## src/sfo_pkg.sv

```systemverilog
// Purpose: constants and types for the sensor fault output select block
// Assumes: configuration words are 16 bits; nine fault comparators
// Notes: comparator grouping into internal and external is fixed here
package sfo_pkg;
  localparam int CFG_W = 16;
  localparam int ALARM_W = 16;
  localparam int COMP_N = 9;
  localparam int SYNC_STAGES = 2;

  // config word one fields
  localparam int CONFIG_WORD_ONE_INT_FAULT_LEVEL_SEL = 7;
  localparam int CONFIG_WORD_ONE_EXT_POL = 8;
  localparam int CONFIG_WORD_ONE_INT_EN = 9;
  localparam int CONFIG_WORD_ONE_EXT_EN = 10;

  // config word two fields
  localparam int CONFIG_WORD_TWO_DOUT_VAL = 7;
  localparam int CONFIG_WORD_TWO_DOUT_SEL = 8;

  localparam logic [CFG_W-1:0] CONFIG_WORD_ONE_RST = 16'h0000;
  localparam logic [CFG_W-1:0] CONFIG_WORD_TWO_RST = 16'h0000;
  localparam logic [COMP_N-1:0] ALARM_RST = 9'h000;

  // comparator grouping: low six bits external, upper three internal
  localparam logic [COMP_N-1:0] EXT_MASK = 9'h03F;
  localparam logic [COMP_N-1:0] INT_MASK = 9'h1C0;

  localparam logic FAULT_LVL_HIGH = 1'b1;
  localparam logic DOUT_SEL_OUT = 1'b1;

  // amplifier command, gray along linear -> limit -> fault
  typedef enum logic [2:0] {
    SFO_AMP_LINEAR = 3'h0,
    SFO_AMP_OVER_LIM = 3'h1,
    SFO_AMP_UNDER_LIM = 3'h3,
    SFO_AMP_FAULT_LOW = 3'h2,
    SFO_AMP_FAULT_RAIL = 3'h6,
    SFO_AMP_FAULT_CLAMP = 3'h7
  } sfo_amp_mode_e;
endpackage

```

## src/sfo_sync2.sv

```systemverilog
// Purpose: two-flop synchroniser for the comparator levels
// Assumes: inputs are slow levels from analog comparators
// Notes: only the second stage may be read by logic
`timescale 1ns/100ps
module sfo_sync2 import sfo_pkg::*; #(
  parameter int W = COMP_N
) (
  // clock and reset
  input wire logic sys_clk,
  input wire logic reset,
  // levels
  input wire logic [W-1:0] async_in,
  output logic [W-1:0] sync_out
);
  logic [W-1:0] meta_ff;
  logic [W-1:0] sync_ff;

  always_ff @(posedge sys_clk) begin
    if (reset) begin
      meta_ff <= '0;
      sync_ff <= '0;
    end else begin
      meta_ff <= async_in;
      sync_ff <= meta_ff;
    end
  end

  assign sync_out = sync_ff;
endmodule

```

## src/sfo_alarm_hold.sv

```systemverilog
// Purpose: alarm snapshot of the synchronised comparator results
// Assumes: output enable comes from logic on the same clock
// Notes: holding keeps the last enabled sample, so the value is pre-disable
`timescale 1ns/100ps
module sfo_alarm_hold import sfo_pkg::*; (
  // clock and reset
  input wire logic sys_clk,
  input wire logic reset,
  // control and data
  input wire logic vout_enable,
  input wire logic [COMP_N-1:0] comp_sync,
  output logic [ALARM_W-1:0] fault_alarm_snapshot
);
  logic [COMP_N-1:0] alarm_ff;
  logic [COMP_N-1:0] nxt_alarm;

  assign nxt_alarm = vout_enable ? comp_sync : alarm_ff;

  always_ff @(posedge sys_clk) begin
    if (reset) begin
      alarm_ff <= ALARM_RST;
    end else begin
      alarm_ff <= nxt_alarm;
    end
  end

  // upper bits read as zero
  assign fault_alarm_snapshot = {{(ALARM_W-COMP_N){1'b0}}, alarm_ff};
endmodule

```

## src/sfo_fault_select.sv

```systemverilog
// Purpose: fault flag grouping, fault level selection and shared pin control
// Assumes: config writes, otp load and limit selects come from logic on sys_clk
// Notes: comparator levels are synchronised, adding two cycles of latency
`timescale 1ns/100ps
module sfo_fault_select import sfo_pkg::*; (
  // clock and reset
  input wire logic sys_clk,
  input wire logic reset,
  // fault comparators, asynchronous
  input wire logic [COMP_N-1:0] comp_async,
  // sensor output enable
  input wire logic vout_enable,
  // host configuration writes
  input wire logic config_word_one_wr,
  input wire logic [CFG_W-1:0] config_word_one_wdata,
  input wire logic config_word_two_wr,
  input wire logic [CFG_W-1:0] config_word_two_wdata,
  // one-time memory load
  input wire logic otp_load,
  input wire logic [CFG_W-1:0] otp_config_word_one,
  input wire logic [CFG_W-1:0] otp_config_word_two,
  // normal output path selects
  input wire logic over_lim_sel,
  input wire logic under_lim_sel,
  // readback
  output logic [CFG_W-1:0] config_word_one,
  output logic [CFG_W-1:0] config_word_two,
  output logic [ALARM_W-1:0] fault_alarm_snapshot,
  // amplifier command and flags
  output sfo_amp_mode_e amp_mode,
  output logic int_fault_flag,
  output logic ext_fault_flag,
  // shared digital output / clamp pin
  output logic dout_o,
  output logic dout_oe
);
  logic [CFG_W-1:0] config_word_one_ff;
  logic [CFG_W-1:0] config_word_two_ff;
  logic [CFG_W-1:0] nxt_config_word_one;
  logic [CFG_W-1:0] nxt_config_word_two;
  logic [COMP_N-1:0] comp_sync;
  logic int_flag_ff;
  logic ext_flag_ff;
  sfo_amp_mode_e amp_mode_ff;
  sfo_amp_mode_e nxt_amp_mode;

  // fault level to amplifier command; high level target depends on pin mode
  function automatic sfo_amp_mode_e lvl_mode(input logic lvl, input logic dsel);
    sfo_amp_mode_e m;
    m = SFO_AMP_FAULT_LOW;
    if (lvl == FAULT_LVL_HIGH) begin
      m = (dsel == DOUT_SEL_OUT) ? SFO_AMP_FAULT_RAIL : SFO_AMP_FAULT_CLAMP;
    end
    return m;
  endfunction

  sfo_sync2 #(.W(COMP_N)) u_sync (
    .sys_clk(sys_clk),
    .reset(reset),
    .async_in(comp_async),
    .sync_out(comp_sync)
  );

  sfo_alarm_hold u_alarm (
    .sys_clk(sys_clk),
    .reset(reset),
    .vout_enable(vout_enable),
    .comp_sync(comp_sync),
    .fault_alarm_snapshot(fault_alarm_snapshot)
  );

  // configuration: a host write wins over an otp load in the same cycle
  assign nxt_config_word_one = config_word_one_wr ? config_word_one_wdata : (otp_load ? otp_config_word_one : config_word_one_ff);
  assign nxt_config_word_two = config_word_two_wr ? config_word_two_wdata : (otp_load ? otp_config_word_two : config_word_two_ff);

  // grouped flags
  wire int_any = |(comp_sync & INT_MASK);
  wire ext_any = |(comp_sync & EXT_MASK);
  wire ext_force = ext_any & config_word_one_ff[CONFIG_WORD_ONE_EXT_EN];
  wire int_force = int_any & config_word_one_ff[CONFIG_WORD_ONE_INT_EN];
  wire dsel = config_word_two_ff[CONFIG_WORD_TWO_DOUT_SEL];
  wire [2:0] ext_lvl_mode = lvl_mode(config_word_one_ff[CONFIG_WORD_ONE_EXT_POL], dsel);
  wire [2:0] int_lvl_mode = lvl_mode(config_word_one_ff[CONFIG_WORD_ONE_INT_FAULT_LEVEL_SEL], dsel);
  // over-scale wins if both limits are asserted at once
  wire [2:0] norm_mode = over_lim_sel ? SFO_AMP_OVER_LIM :
                         (under_lim_sel ? SFO_AMP_UNDER_LIM : SFO_AMP_LINEAR);

  // external first, then internal, then the normal path
  always_comb begin
    if (ext_force) begin
      nxt_amp_mode = sfo_amp_mode_e'(ext_lvl_mode);
    end else if (int_force) begin
      nxt_amp_mode = sfo_amp_mode_e'(int_lvl_mode);
    end else begin
      nxt_amp_mode = sfo_amp_mode_e'(norm_mode);
    end
  end

  always_ff @(posedge sys_clk) begin
    if (reset) begin
      config_word_one_ff <= CONFIG_WORD_ONE_RST;
      config_word_two_ff <= CONFIG_WORD_TWO_RST;
      int_flag_ff <= 1'b0;
      ext_flag_ff <= 1'b0;
      amp_mode_ff <= SFO_AMP_LINEAR;
    end else begin
      config_word_one_ff <= nxt_config_word_one;
      config_word_two_ff <= nxt_config_word_two;
      int_flag_ff <= int_any;
      ext_flag_ff <= ext_any;
      amp_mode_ff <= nxt_amp_mode;
    end
  end

  assign config_word_one = config_word_one_ff;
  assign config_word_two = config_word_two_ff;
  assign amp_mode = amp_mode_ff;
  assign int_fault_flag = int_flag_ff;
  assign ext_fault_flag = ext_flag_ff;
  // driver is off in clamp mode so the pin stays high impedance
  assign dout_oe = config_word_two_ff[CONFIG_WORD_TWO_DOUT_SEL];
  assign dout_o = config_word_two_ff[CONFIG_WORD_TWO_DOUT_SEL] & config_word_two_ff[CONFIG_WORD_TWO_DOUT_VAL];

  property p_alarm_follow;
    @(posedge sys_clk) disable iff (reset)
      vout_enable |=> fault_alarm_snapshot[COMP_N-1:0] == $past(comp_sync);
  endproperty
  a_alarm_follow: assert property (p_alarm_follow)
    else $error("alarm snapshot does not follow comparators");

  property p_alarm_freeze;
    @(posedge sys_clk) disable iff (reset)
      !vout_enable ##1 !vout_enable |-> $stable(fault_alarm_snapshot);
  endproperty
  a_alarm_freeze: assert property (p_alarm_freeze)
    else $error("alarm snapshot changed while output disabled");

  property p_alarm_upper_zero;
    @(posedge sys_clk) disable iff (reset)
      fault_alarm_snapshot[ALARM_W-1:COMP_N] == '0;
  endproperty
  a_alarm_upper_zero: assert property (p_alarm_upper_zero)
    else $error("alarm snapshot upper bits not zero");

  property p_flags_group;
    @(posedge sys_clk) disable iff (reset)
      ##1 (ext_fault_flag == |($past(comp_sync) & EXT_MASK)) &&
          (int_fault_flag == |($past(comp_sync) & INT_MASK));
  endproperty
  a_flags_group: assert property (p_flags_group)
    else $error("fault flag grouping wrong");

  property p_ext_disabled;
    @(posedge sys_clk) disable iff (reset)
      !config_word_one_ff[CONFIG_WORD_ONE_EXT_EN] && !int_force |=> amp_mode_ff == $past(norm_mode);
  endproperty
  a_ext_disabled: assert property (p_ext_disabled)
    else $error("fault forced while both groups disabled or idle");

  property p_int_force;
    @(posedge sys_clk) disable iff (reset)
      int_force && !ext_force && !config_word_one_ff[CONFIG_WORD_ONE_INT_FAULT_LEVEL_SEL]
      |=> amp_mode_ff == SFO_AMP_FAULT_LOW;
  endproperty
  a_int_force: assert property (p_int_force)
    else $error("internal low fault not forced");

  property p_high_target;
    @(posedge sys_clk) disable iff (reset)
      ext_force && config_word_one_ff[CONFIG_WORD_ONE_EXT_POL]
      |=> amp_mode_ff == ($past(dsel) ? SFO_AMP_FAULT_RAIL : SFO_AMP_FAULT_CLAMP);
  endproperty
  a_high_target: assert property (p_high_target)
    else $error("high fault target wrong");

  property p_ext_priority;
    @(posedge sys_clk) disable iff (reset)
      ext_force && int_force && !config_word_one_ff[CONFIG_WORD_ONE_EXT_POL] && config_word_one_ff[CONFIG_WORD_ONE_INT_FAULT_LEVEL_SEL]
      |=> amp_mode_ff == SFO_AMP_FAULT_LOW;
  endproperty
  a_ext_priority: assert property (p_ext_priority)
    else $error("external fault level not given priority");

  property p_pin_mode;
    @(posedge sys_clk) disable iff (reset)
      config_word_two_wr |=> dout_oe == $past(config_word_two_wdata[CONFIG_WORD_TWO_DOUT_SEL]) &&
                  dout_o == ($past(config_word_two_wdata[CONFIG_WORD_TWO_DOUT_SEL]) &
                             $past(config_word_two_wdata[CONFIG_WORD_TWO_DOUT_VAL]));
  endproperty
  a_pin_mode: assert property (p_pin_mode)
    else $error("shared pin does not follow host write");

  property p_reset_pin_off;
    @(posedge sys_clk) disable iff (reset)
      $fell(reset) |-> !dout_oe && !dout_o && amp_mode_ff == SFO_AMP_LINEAR;
  endproperty
  a_reset_pin_off: assert property (p_reset_pin_off)
    else $error("shared pin driven after reset");

  // configuration words: host write, otp load and hold between them
  property p_config_word_one_write;
    @(posedge sys_clk) disable iff (reset)
      config_word_one_wr |=> config_word_one == $past(config_word_one_wdata);
  endproperty
  a_config_word_one_write: assert property (p_config_word_one_write)
    else $error("config word one not loaded by host write");

  property p_otp_load;
    @(posedge sys_clk) disable iff (reset)
      otp_load && !config_word_two_wr |=> config_word_two == $past(otp_config_word_two);
  endproperty
  a_otp_load: assert property (p_otp_load)
    else $error("config word two not loaded from otp");

  property p_cfg_hold;
    @(posedge sys_clk) disable iff (reset)
      !config_word_one_wr && !otp_load |=> $stable(config_word_one);
  endproperty
  a_cfg_hold: assert property (p_cfg_hold)
    else $error("config word one changed without a load");

  // the normal path when no group forces a fault
  property p_no_force_pass;
    @(posedge sys_clk) disable iff (reset)
      !int_force && !ext_force |=> amp_mode_ff == $past(norm_mode);
  endproperty
  a_no_force_pass: assert property (p_no_force_pass)
    else $error("normal command not passed through");

  property p_int_gate;
    @(posedge sys_clk) disable iff (reset)
      !config_word_one_ff[CONFIG_WORD_ONE_INT_EN] && !ext_force |=> amp_mode_ff == $past(norm_mode);
  endproperty
  a_int_gate: assert property (p_int_gate)
    else $error("internal fault forced while disabled");

  property p_over_pass;
    @(posedge sys_clk) disable iff (reset)
      !ext_force && !int_force && over_lim_sel |=> amp_mode_ff == SFO_AMP_OVER_LIM;
  endproperty
  a_over_pass: assert property (p_over_pass)
    else $error("over-scale limit not passed through");

  property p_under_pass;
    @(posedge sys_clk) disable iff (reset)
      !ext_force && !int_force && !over_lim_sel && under_lim_sel
      |=> amp_mode_ff == SFO_AMP_UNDER_LIM;
  endproperty
  a_under_pass: assert property (p_under_pass)
    else $error("under-scale limit not passed through");

  // forced faults: levels and targets
  property p_ext_low;
    @(posedge sys_clk) disable iff (reset)
      ext_force && !config_word_one_ff[CONFIG_WORD_ONE_EXT_POL] |=> amp_mode_ff == SFO_AMP_FAULT_LOW;
  endproperty
  a_ext_low: assert property (p_ext_low)
    else $error("external low fault not forced to ground");

  property p_int_high;
    @(posedge sys_clk) disable iff (reset)
      int_force && !ext_force && config_word_one_ff[CONFIG_WORD_ONE_INT_FAULT_LEVEL_SEL]
      |=> amp_mode_ff == ($past(dsel) ? SFO_AMP_FAULT_RAIL : SFO_AMP_FAULT_CLAMP);
  endproperty
  a_int_high: assert property (p_int_high)
    else $error("internal high fault target wrong");

  property p_fault_override;
    @(posedge sys_clk) disable iff (reset)
      ext_force || int_force
      |=> amp_mode_ff inside {SFO_AMP_FAULT_LOW, SFO_AMP_FAULT_RAIL, SFO_AMP_FAULT_CLAMP};
  endproperty
  a_fault_override: assert property (p_fault_override)
    else $error("limit or linear command not overridden by fault");

  property p_ext_high_wins;
    @(posedge sys_clk) disable iff (reset)
      ext_force && int_force && config_word_one_ff[CONFIG_WORD_ONE_EXT_POL] && !config_word_one_ff[CONFIG_WORD_ONE_INT_FAULT_LEVEL_SEL]
      |=> amp_mode_ff != SFO_AMP_FAULT_LOW;
  endproperty
  a_ext_high_wins: assert property (p_ext_high_wins)
    else $error("internal low level applied over external high");

  // shared pin: driver off in clamp mode, value bit in output mode
  property p_pin_off_clamp;
    @(posedge sys_clk) disable iff (reset)
      !config_word_two_ff[CONFIG_WORD_TWO_DOUT_SEL] |-> !dout_oe && !dout_o;
  endproperty
  a_pin_off_clamp: assert property (p_pin_off_clamp)
    else $error("shared pin driven in clamp mode");

  property p_pin_value;
    @(posedge sys_clk) disable iff (reset)
      dout_oe |-> dout_o == config_word_two_ff[CONFIG_WORD_TWO_DOUT_VAL];
  endproperty
  a_pin_value: assert property (p_pin_value)
    else $error("shared pin level differs from drive bit");

  // alarm snapshot picks up the live comparators again after re-enable
  property p_alarm_reenable;
    @(posedge sys_clk) disable iff (reset)
      $rose(vout_enable) |=> fault_alarm_snapshot[COMP_N-1:0] == $past(comp_sync);
  endproperty
  a_alarm_reenable: assert property (p_alarm_reenable)
    else $error("alarm snapshot stale after re-enable");
endmodule

```

## config.mk

```make
export PLATFORM = sky130hd
export DESIGN_NAME = sfo_fault_select
export DESIGN_NICKNAME = d
export VERILOG_FILES = /design/src/sfo_pkg.sv /design/src/sfo_sync2.sv /design/src/sfo_alarm_hold.sv /design/src/sfo_fault_select.sv
export SDC_FILE = /design/constraint.sdc
export NUM_CORES = 1
export LEC_CHECK = 0
export ABC_AREA = 1
export BUFFER_PORTS_ARGS = -buffer_cell sky130_fd_sc_hd__buf_2
export CORE_UTILIZATION = 41
export DETAILED_ROUTE_END_ITERATION = 10
export GPL_ROUTABILITY_DRIVEN = 0
export HOLD_SLACK_MARGIN = 0.1
export PLACE_DENSITY = 0.74
export SLEW_MARGIN = 15
export SYNTH_ARGS = -nofsm -noshare
export SYNTH_HDL_FRONTEND = slang
export SYNTH_SLANG_ARGS = --single-unit
export TNS_END_PERCENT = 10
```

## constraint.sdc

```tcl
create_clock -name sys_clk -period 0.9 [get_ports sys_clk]
set_input_delay 0.18 -clock sys_clk [delete_from_list [all_inputs] [get_ports sys_clk]]
set_output_delay 0.18 -clock sys_clk [all_outputs]
set_load 0.05 [all_outputs]
```

==> results.cfg <==
[critical_path]
crit_arrival_ns = 1.00
critPathBufInv = 2
worst_path_max_delay_cell = dfxtp_4
critPathKind = reg2out
slowest_delay_ns = 0.36
startpoint_type = flip-flop
cp_cell_sequence = nand2_4, clkinvlp_4, buf_8
end_kind = output port
path_max_fanout = 4
crit_required_ns = 0.72
path_delay_family = flip-flops

[pwr]
p_switching_w = 0.00234
p_per_area_mw_per_mm2 = 1670
seqPwrFrac = 0.432
switching_share = 0.321
p_comb_frac = 0.243
p_int_w = 0.00496
vdd_drop_max_mv = 1.08
clkPwrFrac = 0.325
p_leak_nw = 2.35

[global_route]
grt_pass1_vias = 2786
grt_remaining_overflow = 0
grt_max_degree = 31
grt_usage = 0.210
grt_pass1_wl_mm = 12.0
antenna_found_initial = 0

[routing]
wl_per_cell_um = 12.0
drcViolationCount = 0
num_vias = 2892
first_pass_iters = 4
vias_per_cell = 4.71
drt-total-wl_mm = 7.35
ant_nets = 0
first_iter_violations = 93

[clock_tree]
h-tree-depth = 3
cts_root_buf = clkbuf_8
tritoncts = yes
cts-buffers-inserted = 9
clockBufferDepth = 2
cts_sinks = 64
clock_latency_ns = 0.33
clkTransAtPathRegs_ns = 0.08

[logic_synthesis]
syn_inst = 382
ys_seq_area_frac = 0.471
ys_types = 22
avgSynthCellArea_um2 = 7.12
syn_area_mm2 = 0.00272
synth-seq-cells = 64
ys_warn_count = 0

[sta]
setup_viol = 51
final-hold-violation-count = 0
fmax_mhz = 848
skew_ns = 0.00589
fin_ws_ns = -0.279
min_period_ns = 1.18
drv_slew = 0
rsz0062_at_grt = true
post-route-period-util = 1.31

[finish]
areaGrowthSynthToFinish_pct = 60.5
utilization = 0.684
drive_gt1_frac = 0.441
fin_cells = 614
diodes = 0
final_nets = 613

[die]
coreArea_mm2 = 0.00639
initial_core_util = 0.426
die_y_um = 83.5
die_w_um = 83.5
row_count = 29
ioPinCount = 136
die-area_mm2 = 0.00696

[place]
portBuffers = 128
dp_hpwl_mm = 4.63
dp_cells = 580

[worst_hold_path]
hold_path_class = in2reg

[status]
status = finished with violations
violations = negative setup slack

[job]
drv_cap = 0
-- area by class of cell --
type	count	area (um2)
Clock inverter	6	50.0
Clock buffer	10	149
Multi-Input combinational cell	232	1080
Tap cell	77	96.3
Fill cell	513	2020
Timing Repair Buffer	162	1390
Sequential cell	64	1360
Inverter	63	245
-- state kept, by name, indices dropped and copies added, names as in the netlist --
signal and count:
u_sync.sync_out 9, ext_fault_flag 1, int_fault_flag 1, config_word_two 16, amp_mode 3, u_alarm.alarm_ff 9
config_word_one 16, u_sync.meta_ff 9
-- worst register-to-register path, cell delays in order (launching register included) --
cell	delay (ns)
dfxtp_2	0.33
nor2_2	0.11
nand3_2	0.13
nand2_2	0.14
nand2_2	0.08
a21oi_2	0.16
-- cells in the mapped netlist --
| cell type | n | area [um2] |
|---|---|---|
| nor2_1 | 35 | 131 |
| buf_6 | 4 | 45.0 |
| buf_4 | 15 | 113 |
| conb_1 | 1 | 3.75 |
| buf_2 | 4 | 20.0 |
| a31oi_1 | 2 | 12.5 |
| nor2_8 | 1 | 20.0 |
| clkbuf_2 | 1 | 5.00 |
| o21ai_0 | 10 | 50.1 |
| nand2_1 | 87 | 327 |
| inv_1 | 59 | 221 |
| nor3_1 | 1 | 5.00 |
| o21ai_1 | 1 | 5.00 |
| a21oi_1 | 5 | 25.0 |
| dfxtp_1 | 64 | 1280 |
| buf_1 | 1 | 3.75 |
| clkbuf_1 | 4 | 15.0 |
| a22oi_1 | 1 | 7.51 |
| inv_4 | 1 | 6.26 |
| inv_2 | 3 | 11.3 |
| nand3_1 | 81 | 405 |
| nand4_1 | 1 | 6.26 |
-- cell families (layout without fill, tap and decap cells) --
| family | after synthesis | after routing | share of synthesized area |
|---|---|---|---|
| compound gates | 19 | 19 | 0.0368 |
| buf+inv | 92 | 241 | 0.162 |
| flops | 64 | 64 | 0.471 |
| other cells | 1 | 7 | 0.00138 |
| simple gates | 206 | 206 | 0.329 |
-- power groups by stage --
stage          clock (W)  sequential [W]  combinational (W)
6_report         0.00237         0.00315            0.00177
5_1_grt          0.00260         0.00317            0.00189
4_1_cts          0.00244         0.00314            0.00170
3_5_place_dp           0         0.00315            0.00142
3_3_place_gp           0         0.00315            0.00141
2_1_floorplan          0         0.00360           0.000560
-- stage by stage --
stage | cell area (um2) | total power [W] | hold WS (ns) | setup TNS (ns) | worst slack (ns)
after floorplan | 2760 | 0.00416 | 0.249 | -0.996 | -0.0559
after global placement | 3470 | 0.00456 | 0.378 | -2.33 | -0.0969
after detailed placement | 3470 | 0.00458 | 0.385 | -3.38 | -0.136
after CTS | 4250 | 0.00729 | 0.121 | -6.65 | -0.285
after global routing | 4370 | 0.00767 | 0.130 | -7.64 | -0.321
final | 4370 | 0.00730 | 0.137 | -5.73 | -0.279
-- final timing paths --
check / from / to / slack [ns] / cells past startpoint
worst max-delay path: config_word_two[8]$_SDFFE_PP0P_ / dout_o / -0.28 / 3
worst min-delay path: config_word_one_wdata[13] / config_word_one[13]$_SDFFE_PP0P_ / 0.14 / 5
worst max register to register: u_sync.sync_out[0]$_SDFF_PP0_ / amp_mode[2]$_SDFF_PP0_ / -0.13 / 5
worst min register to register: u_sync.meta_ff[2]$_SDFF_PP0_ / u_sync.sync_out[2]$_SDFF_PP0_ / 0.39 / 2
-- cell usage in the layout (no fill, tap or decap), types with 3 or more instances in the layout --
cell	instances
nand2_2	3
buf_12	4
buf_4	19
dfxtp_1	16
dfxtp_4	6
nand3_1	77
nand2_1	83
o21ai_0	9
inv_2	3
a21oi_1	3
nor2_2	4
clkbuf_8	9
buf_2	80
dfxtp_2	42
inv_1	57
nor2_1	31
dlygate4sd3_1	11
buf_8	32
nand3_2	4
buf_6	15
conb_1	7
-- per-layer routing --
metal / share of wire / wire length (um) / global-route usage / up-vias
met5: 0 / 0 / 0 / -
met4: 0.013 / 93 / 0.0786 / 0
met3: 0.063 / 463 / 0.0425 / 12
met2: 0.51 / 3750 / 0.377 / 115
met1: 0.41 / 3040 / 0.247 / 1299
li1: - / - / - / 1466
-- what timing repair did --
item | in CTS | in global routing
buffers inserted | 4 | 3
gates resized for setup | 162 | 28
hold buffers | 11 | 0
cloned | 0 | 0
hold endpoints to repair | 11 | 0
pin swaps | 1 | 8
endpoints found under the setup margin | 52 | 53
(Power assumes the default switching activity.)
